===== config.mk =====
export PLATFORM = sky130hd
export DESIGN_NAME = t16_regs
export DESIGN_NICKNAME = d
export VERILOG_FILES = /design/src/shared/t16_pkg.sv /design/src/rtl/t16_cmp.sv /design/src/rtl/t16_regs.sv
export SDC_FILE = /design/constraint.sdc
export NUM_CORES = 1
export LEC_CHECK = 0
export ABC_AREA = 1
export BUFFER_PORTS_ARGS = -buffer_cell sky130_fd_sc_hd__buf_2
export CORE_ASPECT_RATIO = 0.8
export CORE_MARGIN = 2
export CORE_UTILIZATION = 55
export CTS_CLUSTER_DIAMETER = 60
export DETAILED_ROUTE_END_ITERATION = 8
export PLACE_DENSITY = 0.86
export SETUP_SLACK_MARGIN = 0.05
export SYNTH_ARGS = -nofsm -noshare
export SYNTH_HDL_FRONTEND = slang
export SYNTH_HIERARCHICAL = 1
export SYNTH_SLANG_ARGS = --single-unit

===== constraint.sdc =====
create_clock -name mclk -period 1.3 [get_ports mclk]
set_clock_uncertainty 0.05 [all_clocks]
set_input_delay 0.065 -clock mclk [delete_from_list [all_inputs] [get_ports mclk]]
set_output_delay 0.065 -clock mclk [all_outputs]
set_load 0.02 [all_outputs]

===== src/shared/t16_pkg.sv =====
package t16_pkg;
  localparam int ADDR_W = 4;
  localparam logic [3:0] ADDR_CNT_L = 4'h0;
  localparam logic [3:0] ADDR_CNT_H = 4'h1;
  localparam logic [3:0] ADDR_CMPA_L = 4'h2;
  localparam logic [3:0] ADDR_CMPA_H = 4'h3;
  localparam logic [3:0] ADDR_CMPB_L = 4'h4;
  localparam logic [3:0] ADDR_CMPB_H = 4'h5;
  localparam logic [3:0] ADDR_CAP_L = 4'h6;
  localparam logic [3:0] ADDR_CAP_H = 4'h7;
  localparam logic [3:0] ADDR_MASK = 4'h8;
  localparam logic [3:0] ADDR_FLAGS = 4'h9;
  localparam int BIT_OVF = 0;
  localparam int BIT_CMPA = 1;
  localparam int BIT_CMPB = 2;
  localparam int BIT_CAP = 5;
  localparam logic [7:0] IRQ_BITS_USED = 8'h27;
  localparam logic [7:0] MASK_RESET = 8'h00;
  localparam logic [7:0] FLAGS_RESET = 8'h00;
  localparam logic [15:0] WORD_RESET = 16'h0000;
  localparam logic [3:0] MODE_NORMAL = 4'h0;
  localparam logic [3:0] MODE_CLEAR_CMPA = 4'h4;
  localparam logic [3:0] MODE_PFC_CAP = 4'h8;
  localparam logic [3:0] MODE_PC_CAP = 4'ha;
  localparam logic [3:0] MODE_CLEAR_CAP = 4'hc;
  localparam logic [3:0] MODE_FAST_CAP = 4'he;
endpackage


===== src/rtl/t16_cmp.sv =====
`timescale 1ns/1ps
module t16_cmp #(
  parameter int CW = 16
) (
  // clock and reset
  input wire logic mclk,
  input wire logic resetn,
  // timer side
  input wire logic tick,
  input wire logic block,
  input wire logic [CW-1:0] count,
  input wire logic [CW-1:0] compare,
  // result
  output logic match
);
  // equality is sampled on a tick, so the flag is a one-cycle pulse in the clock after the tick
  wire equal = (count == compare);
  always_ff @(posedge mclk or negedge resetn)
  begin
    if (!resetn)
      match <= 1'b0;
    else if (tick)
      match <= equal && !block;
    else
      match <= 1'b0;
  end
endmodule


===== src/rtl/t16_regs.sv =====
`timescale 1ns/1ps
module t16_regs #(
  parameter int CW = 16
) (
  // clock and reset
  input wire logic mclk,
  input wire logic resetn,
  // processor i/o register port
  input wire logic [3:0] io_addr,
  input wire logic io_wr,
  input wire logic io_rd,
  input wire logic [7:0] io_wdata,
  output logic [7:0] io_rdata,
  // counting engine
  input wire logic tick,
  input wire logic [CW-1:0] count_next,
  input wire logic ovf_event,
  input wire logic top_event,
  input wire logic mode_ovf_event,
  input wire logic [3:0] waveform_mode_sel,
  input wire logic force_compare_a,
  input wire logic force_compare_b,
  // capture sources
  input wire logic capture_pin,
  input wire logic acomp_out,
  input wire logic capture_from_acomp,
  input wire logic capture_rising,
  // interrupt controller
  input wire logic gie,
  input wire logic vec_ack_ovf,
  input wire logic vec_ack_cmp_a,
  input wire logic vec_ack_cmp_b,
  input wire logic vec_ack_cap,
  // results
  output logic [CW-1:0] counter_value,
  output logic compare_out_a,
  output logic compare_out_b,
  output logic irq_ovf,
  output logic irq_cmp_a,
  output logic irq_cmp_b,
  output logic irq_capture
);

  // the byte map and the field positions only serve a 16-bit counter
  if (CW != 16)
  begin : g_cw_check
    $error("t16_regs: only a 16-bit counter is served by the byte map");
  end
  if (t16_pkg::IRQ_BITS_USED != ((8'h01 << t16_pkg::BIT_OVF) | (8'h01 << t16_pkg::BIT_CMPA) |
    (8'h01 << t16_pkg::BIT_CMPB) | (8'h01 << t16_pkg::BIT_CAP)))
  begin : g_bits_check
    $error("t16_regs: used-bit mask disagrees with the flag positions");
  end
  if (t16_pkg::ADDR_W != 4)
  begin : g_addr_check
    $error("t16_regs: register index must be four bits wide");
  end

  logic [7:0] temp_high;
  logic [CW-1:0] compare_value_a;
  logic [CW-1:0] compare_value_b;
  logic [CW-1:0] capture_value;
  logic [7:0] timer_irq_mask;
  logic [7:0] timer_irq_flags;
  logic block_pending;
  logic cap_src_prev;
  logic cap_primed;
  logic match_a;
  logic match_b;

  // address decode
  wire sel_cnt_l = (io_addr == t16_pkg::ADDR_CNT_L);
  wire sel_cnt_h = (io_addr == t16_pkg::ADDR_CNT_H);
  wire sel_cmpa_l = (io_addr == t16_pkg::ADDR_CMPA_L);
  wire sel_cmpa_h = (io_addr == t16_pkg::ADDR_CMPA_H);
  wire sel_cmpb_l = (io_addr == t16_pkg::ADDR_CMPB_L);
  wire sel_cmpb_h = (io_addr == t16_pkg::ADDR_CMPB_H);
  wire sel_cap_l = (io_addr == t16_pkg::ADDR_CAP_L);
  wire sel_cap_h = (io_addr == t16_pkg::ADDR_CAP_H);
  wire sel_mask = (io_addr == t16_pkg::ADDR_MASK);
  wire sel_flags = (io_addr == t16_pkg::ADDR_FLAGS);

  // high-byte writes only load the latch; low-byte writes commit
  wire wr_high = io_wr && (sel_cnt_h || sel_cmpa_h || sel_cmpb_h || sel_cap_h);
  wire wr_cnt = io_wr && sel_cnt_l;
  wire wr_cmpa = io_wr && sel_cmpa_l;
  wire wr_cmpb = io_wr && sel_cmpb_l;
  wire wr_cap = io_wr && sel_cap_l;
  wire wr_mask = io_wr && sel_mask;
  wire wr_flags = io_wr && sel_flags;
  wire rd_cnt_l = io_rd && sel_cnt_l;
  wire rd_cap_l = io_rd && sel_cap_l;
  wire [CW-1:0] write_word = {temp_high, io_wdata};

  // capture register doubles as top in these modes
  wire cap_is_top =
    (waveform_mode_sel == t16_pkg::MODE_PFC_CAP) ||
    (waveform_mode_sel == t16_pkg::MODE_PC_CAP) ||
    (waveform_mode_sel == t16_pkg::MODE_CLEAR_CAP) ||
    (waveform_mode_sel == t16_pkg::MODE_FAST_CAP);

  // capture source and edge detect
  wire cap_src = capture_from_acomp ? acomp_out : capture_pin;
  wire cap_rise = cap_src && !cap_src_prev;
  wire cap_fall = !cap_src && cap_src_prev;
  // no edge is trusted until the history holds a real sample of the source
  wire cap_edge = cap_primed && (capture_rising ? cap_rise : cap_fall);
  // the pin is cut off, not only the flag, so capture_value keeps its top value
  wire capture_event = cap_edge && !cap_is_top;

  // software write of capture register wins over a capture in the same cycle
  wire capture_load = capture_event && !wr_cap;

  // overflow source depends on waveform mode
  wire simple_mode =
    (waveform_mode_sel == t16_pkg::MODE_NORMAL) ||
    (waveform_mode_sel == t16_pkg::MODE_CLEAR_CMPA);
  wire ovf_set = simple_mode ? ovf_event : mode_ovf_event;

  // flag set and clear vectors
  logic [7:0] flag_set;
  logic [7:0] flag_clr;
  always_comb
  begin
    flag_set = 8'h00;
    flag_set[t16_pkg::BIT_OVF] = ovf_set;
    flag_set[t16_pkg::BIT_CMPA] = match_a;
    flag_set[t16_pkg::BIT_CMPB] = match_b;
    flag_set[t16_pkg::BIT_CAP] = cap_is_top ? top_event : capture_event;
    flag_clr = wr_flags ? io_wdata : 8'h00;
    flag_clr[t16_pkg::BIT_OVF] = flag_clr[t16_pkg::BIT_OVF] | vec_ack_ovf;
    flag_clr[t16_pkg::BIT_CMPA] = flag_clr[t16_pkg::BIT_CMPA] | vec_ack_cmp_a;
    flag_clr[t16_pkg::BIT_CMPB] = flag_clr[t16_pkg::BIT_CMPB] | vec_ack_cmp_b;
    flag_clr[t16_pkg::BIT_CAP] = flag_clr[t16_pkg::BIT_CAP] | vec_ack_cap;
  end

  // set wins over clear so no event is lost
  wire [7:0] next_flags =
    ((timer_irq_flags & ~flag_clr) | flag_set) & t16_pkg::IRQ_BITS_USED;
  wire [7:0] next_mask = io_wdata & t16_pkg::IRQ_BITS_USED;

  // request levels
  wire [7:0] pending = timer_irq_flags & timer_irq_mask & {8{gie}};

  // read mux; high bytes of counter and capture come from the latch
  logic [7:0] read_mux;
  always_comb
  begin
    if (sel_cnt_l)
      read_mux = counter_value[7:0];
    else if (sel_cnt_h)
      read_mux = temp_high;
    else if (sel_cmpa_l)
      read_mux = compare_value_a[7:0];
    else if (sel_cmpa_h)
      read_mux = compare_value_a[15:8];
    else if (sel_cmpb_l)
      read_mux = compare_value_b[7:0];
    else if (sel_cmpb_h)
      read_mux = compare_value_b[15:8];
    else if (sel_cap_l)
      read_mux = capture_value[7:0];
    else if (sel_cap_h)
      read_mux = temp_high;
    else if (sel_mask)
      read_mux = timer_irq_mask;
    else if (sel_flags)
      read_mux = timer_irq_flags;
    else
      read_mux = 8'h00;
  end

  // shared high-byte latch
  always_ff @(posedge mclk or negedge resetn)
  begin
    if (!resetn)
      temp_high <= 8'h00;
    else if (wr_high)
      temp_high <= io_wdata;
    else if (rd_cnt_l)
      temp_high <= counter_value[15:8];
    else if (rd_cap_l)
      temp_high <= capture_value[15:8];
  end

  // counter: software write wins over the engine step
  // a step that falls on the write cycle is lost, which software accepts by writing
  always_ff @(posedge mclk or negedge resetn)
  begin
    if (!resetn)
      counter_value <= t16_pkg::WORD_RESET;
    else if (wr_cnt)
      counter_value <= write_word;
    else if (tick)
      counter_value <= count_next;
  end

  // match block held until the next timer tick
  always_ff @(posedge mclk or negedge resetn)
  begin
    if (!resetn)
      block_pending <= 1'b0;
    else if (wr_cnt)
      block_pending <= 1'b1;
    else if (tick)
      block_pending <= 1'b0;
  end

  // compare registers, both bytes in one cycle
  always_ff @(posedge mclk or negedge resetn)
  begin
    if (!resetn)
      compare_value_a <= t16_pkg::WORD_RESET;
    else if (wr_cmpa)
      compare_value_a <= write_word;
  end

  always_ff @(posedge mclk or negedge resetn)
  begin
    if (!resetn)
      compare_value_b <= t16_pkg::WORD_RESET;
    else if (wr_cmpb)
      compare_value_b <= write_word;
  end

  // capture register
  always_ff @(posedge mclk or negedge resetn)
  begin
    if (!resetn)
      capture_value <= t16_pkg::WORD_RESET;
    else if (wr_cap)
      capture_value <= write_word;
    else if (capture_load)
      capture_value <= counter_value;
  end

  // edge detector history; inputs are already synchronous
  always_ff @(posedge mclk or negedge resetn)
  begin
    if (!resetn)
      cap_src_prev <= 1'b0;
    else
      cap_src_prev <= cap_src;
  end

  // history is only valid one cycle after reset, whatever the idle level of the pin
  always_ff @(posedge mclk or negedge resetn)
  begin
    if (!resetn)
      cap_primed <= 1'b0;
    else
      cap_primed <= 1'b1;
  end

  // mask and flags
  always_ff @(posedge mclk or negedge resetn)
  begin
    if (!resetn)
      timer_irq_mask <= t16_pkg::MASK_RESET;
    else if (wr_mask)
      timer_irq_mask <= next_mask;
  end

  always_ff @(posedge mclk or negedge resetn)
  begin
    if (!resetn)
      timer_irq_flags <= t16_pkg::FLAGS_RESET;
    else
      timer_irq_flags <= next_flags;
  end

  // read data holds the last read value
  // reads clear nothing here, but a stray counter or capture low-byte read reloads the shared latch
  always_ff @(posedge mclk or negedge resetn)
  begin
    if (!resetn)
      io_rdata <= 8'h00;
    else if (io_rd)
      io_rdata <= read_mux;
  end

  // interrupt requests, registered
  always_ff @(posedge mclk or negedge resetn)
  begin
    if (!resetn)
    begin
      irq_ovf <= 1'b0;
      irq_cmp_a <= 1'b0;
      irq_cmp_b <= 1'b0;
      irq_capture <= 1'b0;
    end
    else
    begin
      irq_ovf <= pending[t16_pkg::BIT_OVF];
      irq_cmp_a <= pending[t16_pkg::BIT_CMPA];
      irq_cmp_b <= pending[t16_pkg::BIT_CMPB];
      irq_capture <= pending[t16_pkg::BIT_CAP];
    end
  end

  // compare-output strobes to the waveform unit; forced strobes go here only
  wire strobe_a = match_a || force_compare_a;
  wire strobe_b = match_b || force_compare_b;

  always_ff @(posedge mclk or negedge resetn)
  begin
    if (!resetn)
    begin
      compare_out_a <= 1'b0;
      compare_out_b <= 1'b0;
    end
    else
    begin
      compare_out_a <= strobe_a;
      compare_out_b <= strobe_b;
    end
  end

  // comparators
  t16_cmp #(
    .CW(CW)
  ) u_cmp_a (
    .mclk(mclk),
    .resetn(resetn),
    .tick(tick),
    .block(block_pending),
    .count(counter_value),
    .compare(compare_value_a),
    .match(match_a)
  );

  t16_cmp #(
    .CW(CW)
  ) u_cmp_b (
    .mclk(mclk),
    .resetn(resetn),
    .tick(tick),
    .block(block_pending),
    .count(counter_value),
    .compare(compare_value_b),
    .match(match_b)
  );

endmodule


After elaboration in Yosys (flattened, before gate mapping)
Cells that the tools add are included.

Equality and inequality tests: 16. Muxes and demuxes: 26. Bitwise logic cells: 9. Reductions and logical operators: 35.

Operators by type and width (count): $mux W8 (11); $mux W16 (4); $eq A16 B16 Y1 (2); $eq A4 B4 Y1 const B (6); $eq A4 B3 Y1 const B (5); $and A6 B6 Y6 (3); $mux W6 (3); $logic_and A1 B1 Y1 (16); $logic_or A1 B1 Y1 (9); $eq A4 B2 Y1 const B (2); $logic_not A4 Y1 (2); $mux W1 (8); $not A6 Y6 (1); $or A6 B6 Y6 (1); $logic_not A1 Y1 (5); $eq A4 B1 Y1 const B (1); $or A1 B1 Y1 (4); $reduce_bool A2 Y1 (2); $reduce_bool A3 Y1 (1).

Bits in registers: 99. Input port bits: 51. Output and inout bits: 30. Logic and storage cells: 105.

Depth between registers and ports, before layout
Depth after elaboration: 11. Depth in mapped cells: 11.

By module
Netlist, hierarchy kept.

By module, submodules not included: t16_regs (times used 1, cells an instance 575, area each 4840.9 µm²); t16_cmp (times used 2, cells an instance 79, area each 340.3 µm²).

Worst setup path after synthesis
No wires, ideal clock.

Path kind: register to register. Start point: reg cap_primed. End point: reg capture_value[15]. Library setup time: 0.129 ns. Data arrival time: 1.004 ns. Setup slack: 0.117 ns. Cell stages (with the launch flop): 6. Path buffers: 1. Clock period less this slack: 1.183 ns. Cell sequence: dfrtp_1 -> a21boi_0 -> nand3b_1 -> nand2_8 -> buf_4 -> a31oi_2.

Cells in the longest elaborated chain, start to end: 4.

RTL lines: start, declared (RTL line t16_regs.sv:67) `logic cap_primed;`; start signal, assigned (RTL line t16_regs.sv:250) `cap_primed <= 1'b0;`; start signal, assigned (RTL line t16_regs.sv:252) `cap_primed <= 1'b1;`; $logic_and A1 B1 Y1 (RTL line t16_regs.sv:107) `wire cap_edge = cap_primed && (capture_rising ? cap_rise : cap_fall);`; $logic_and A1 B1 Y1 (RTL line t16_regs.sv:109) `wire capture_event = cap_edge && !cap_is_top;`; $logic_and A1 B1 Y1 (RTL line t16_regs.sv:112) `wire capture_load = capture_event && !wr_cap;`; $reduce_bool A2 Y1 (no source line); end signal, assigned (RTL line t16_regs.sv:230) `capture_value <= t16_pkg::WORD_RESET;`; end signal, assigned (RTL line t16_regs.sv:232) `capture_value <= write_word;`; end signal, assigned (RTL line t16_regs.sv:234) `capture_value <= counter_value;`; end, declared (RTL line t16_regs.sv:62) `logic [CW-1:0] capture_value;`.

No other way between the ends. A chain may end at the register's enable or synchronous reset.

Final worst setup path
Same ends and word-level chain as after synthesis.

==> out/qor.csv <==
metric,value,unit
result of the run,"finished, violations left",
violations in the final reports,negative setup slack,
worst hold path depth,3,
maximum root-to-sink buffer count,2,
overflow left after global routing,0,
RSZ-0062 raised after global routing,true,
critical path type,register to register,
number of CTS-inserted buffers,9,
met1 usage,0.470,
total placed cells including tap cells,988,
input/output buffers,79,
power density relative to cell area,1300,nW/um^2
summed instance area of the synthesized netlist,5520,sq um
largest vdd supply drop,0.713,mV
top cells by area in the synthesized netlist,"dfrtp_1 45%, nand2_1 15%, inv_1 8.3%, o21ai_0 6.2%, nand3_1 4.8%",
portion of the post-synthesis area used by sequential elements,0.449,
launch instance of the worst register-to-register path,cap_primed,
clock tree sinks,99,
dominant cell by count in the synthesized netlist,nand2_1,
"area fraction in and, or, nand and nor cells after synthesis",0.264,
post-synthesis cell type count,42,
WP data required,1.51,ns
count of standard-cell rows,32,
clock transition time at the flip-flop clock pins of the worst setup and hold paths,0.07,ns
Fillers,646,
length in cells of the worst reg-to-reg path,6,
Hold Crit Class,input pin to register,
CORE AREA,9690,sq um
number of antenna violations at the first check in global routing,0,
total of warnings raised by yosys,6,
placement-stage cell area,6490,sq um
worst min-delay path endpoint,compare_value_a[3],
RD Place Congestion,1.01,
total number of vias,6145,
leak pwr,3.82,nW
"reg-to-reg slack, setup",-0.06,ns
number of max-capacitance violations reported,0,
maximum level of the CTS H-tree,3,
via count of the first global-routing pass,5618,
final HPWL from detailed placement,12900,um
GR met2 Demand/Resource,0.537,
width of the die,116,um
area grow syn2layout,32.7,%
end-of-flow core utilization,0.756,
ports placed on the boundary,81,
final hold violation count,0,
CP Capture Type,register,
"flops & latches, synth",99,
drt initial violations,973,
count of final max-slew check failures,0,
clk root buf,clkbuf_16,
"Most Used Layer, Global Route",met2,
Routed Antenna Nets,0,
overall die area,10900,sq um
most used flip-flop cell after synthesis,dfrtp_1,
number of nets produced by synthesis,784,
mean routed wirelength per cell,18.5,um
launch instance of the worst min-delay path,io_wdata[3],
maximum achievable frequency,0.733,GHz
TritonCTS clock tree,done,
worst-path fanout max,8,
fraction of the mapped netlist area in adder cells,0,
Storage cell area,2490,sq um
proportion of synthesized area in mux cells,0.00181,
first-pass GRT wire length,28700,um
overall routing resource usage,0.354,
final number of setup-violating endpoints,8,
commonest cells in the netlist,"215 x nand2_1, 122 x inv_1, 99 x dfrtp_1",
largest net degree at the start of global routing,43,
GRT met3 Usage,0.0998,
share of the synthesized area in the top cell type,0.449,
Setup crit start kind,register,
CP startpoint,cap_primed,
mean cell area of the mapped netlist,7.53,sq um
post-detailed-route DRC marker count,0,
Synth Area in Compound Gates,0.164,
ant diodes,0,
DP Worst Slack,-0.108,ns
Initial Util,0.570,
largest family of logic cells by synthesized area,simple AND/OR/NAND/NOR gates,
first-pass detailed-route iteration total,7,
synthesized-area fraction occupied by xor and xnor cells,0.00634,
"non-filler cells, final",1048,
async set-or-reset flop fraction in the synthesized netlist,1.00,
Synth Instances,733,
post-synthesis cell type with the largest combined area,dfrtp_1,
later-pin clock latency in the skew report,0.35,ns
worst hold margin,0.0685,ns
via density per instance,5.86,
final critical-path setup slack,-0.0639,ns
layout cells sized above 1,0.262,
Final Routed Wirelength,19400,um
number of synthesized flops with an enable pin,0,
end of the worst register-to-register path,capture_value[15],
multi-input combinational cell area,2520,sq um
data arrival time at the worst-slack endpoint,1.57,ns
final critical-path share of the clock period,1.05,
"Net count, final",958,
Vert. Die Dim,93.6,um
final critical delay including setup and external delays,1.36,ns
cell area after layout,7330,sq um
## worst max-delay path: stages (launching register included)
cell and delay (ns):
dfrtp_1 0.32, a21boi_1 0.21, nand3b_1 0.14, buf_6 0.18, nand2_8 0.14, nor2_2 0.07
a31oi_2 0.17
## cell usage in the layout (no fill, tap or decap), drive strengths merged, types with 4 or more instances in the layout
| master | count |
|---|---|
| clkbuf | 11 |
| a21oi | 18 |
| nand3 | 53 |
| inv | 128 |
| nor2 | 48 |
| nand4 | 5 |
| o22ai | 8 |
| o211ai | 18 |
| dlygate4sd3 | 33 |
| dfrtp | 99 |
| nand2 | 223 |
| o221ai | 13 |
| o21ai | 75 |
| buf | 149 |
| a31oi | 4 |
| a22oi | 6 |
## layout make-up
class | count | area share
multi-input combinational | 487 | 0.344
sequential | 99 | 0.340
timing repair buffer | 182 | 0.185
inverter | 128 | 0.0666
clock buffer | 11 | 0.0318
tap | 136 | 0.0232
clock inverter | 5 | 0.00871
## logic make-up after synthesis
kind of cell / Yosys count
other cells: 1
flops: 99
xor+xnor: 4
mux: 1
compound gates: 146
buf+inv: 149
simple gates: 333
## stage by stage
step	TNS, ns	power (mW)
after floorplan	0	5.41
after global placement	-0.812	6.32
after detailed placement	-2.35	6.43
after CTS	0	9.19
after global routing	-0.922	9.93
final	-0.242	9.51
## state kept, by name, indices dropped and copies added (netlist names), 4 cells and up
name,count
capture_value,16
compare_value_a,16
compare_value_b,16
counter_value,16
io_rdata,8
temp_high,8
timer_irq_flags,4
timer_irq_mask,4
## metal layers
metal | wire length [um] | vias up
met5 | 0 | -
met4 | 1190 | 0
met3 | 2690 | 132
met2 | 8410 | 504
met1 | 7100 | 2803
li1 | - | 2706
## how the worst max path moves through the flow
stage / end / slack [ns] / cells past startpoint
after floorplan: capture_value[15] / 0.12 / 5
after global placement: counter_value[10] / -0.06 / 9
after detailed placement: counter_value[8] / -0.11 / 8
after CTS: counter_value[0] / 0.04 / 2
after global routing: capture_value[15] / -0.12 / 6
final: capture_value[15] / -0.06 / 6
## power by group
part	internal (mW)	switching [mW]	total [mW]	leakage [nW]
Sequential	3.64	0.538	4.18	1.24
Combinational	1.06	1.58	2.64	2.44
Clock	1.50	1.19	2.69	0.140
## timing repair
| item | in CTS | in global routing |
|---|---|---|
| hold buffers | 33 | 0 |
| pin swaps | 2 | 12 |
| cloned | 1 | 1 |
| resized for setup | 9 | 45 |
| hold endpoints to repair | 127 | 0 |
| endpoints found under the setup margin | 20 | 33 |
| setup buffers | 2 | 7 |
Note: power is estimated with default switching activity, not from simulation.
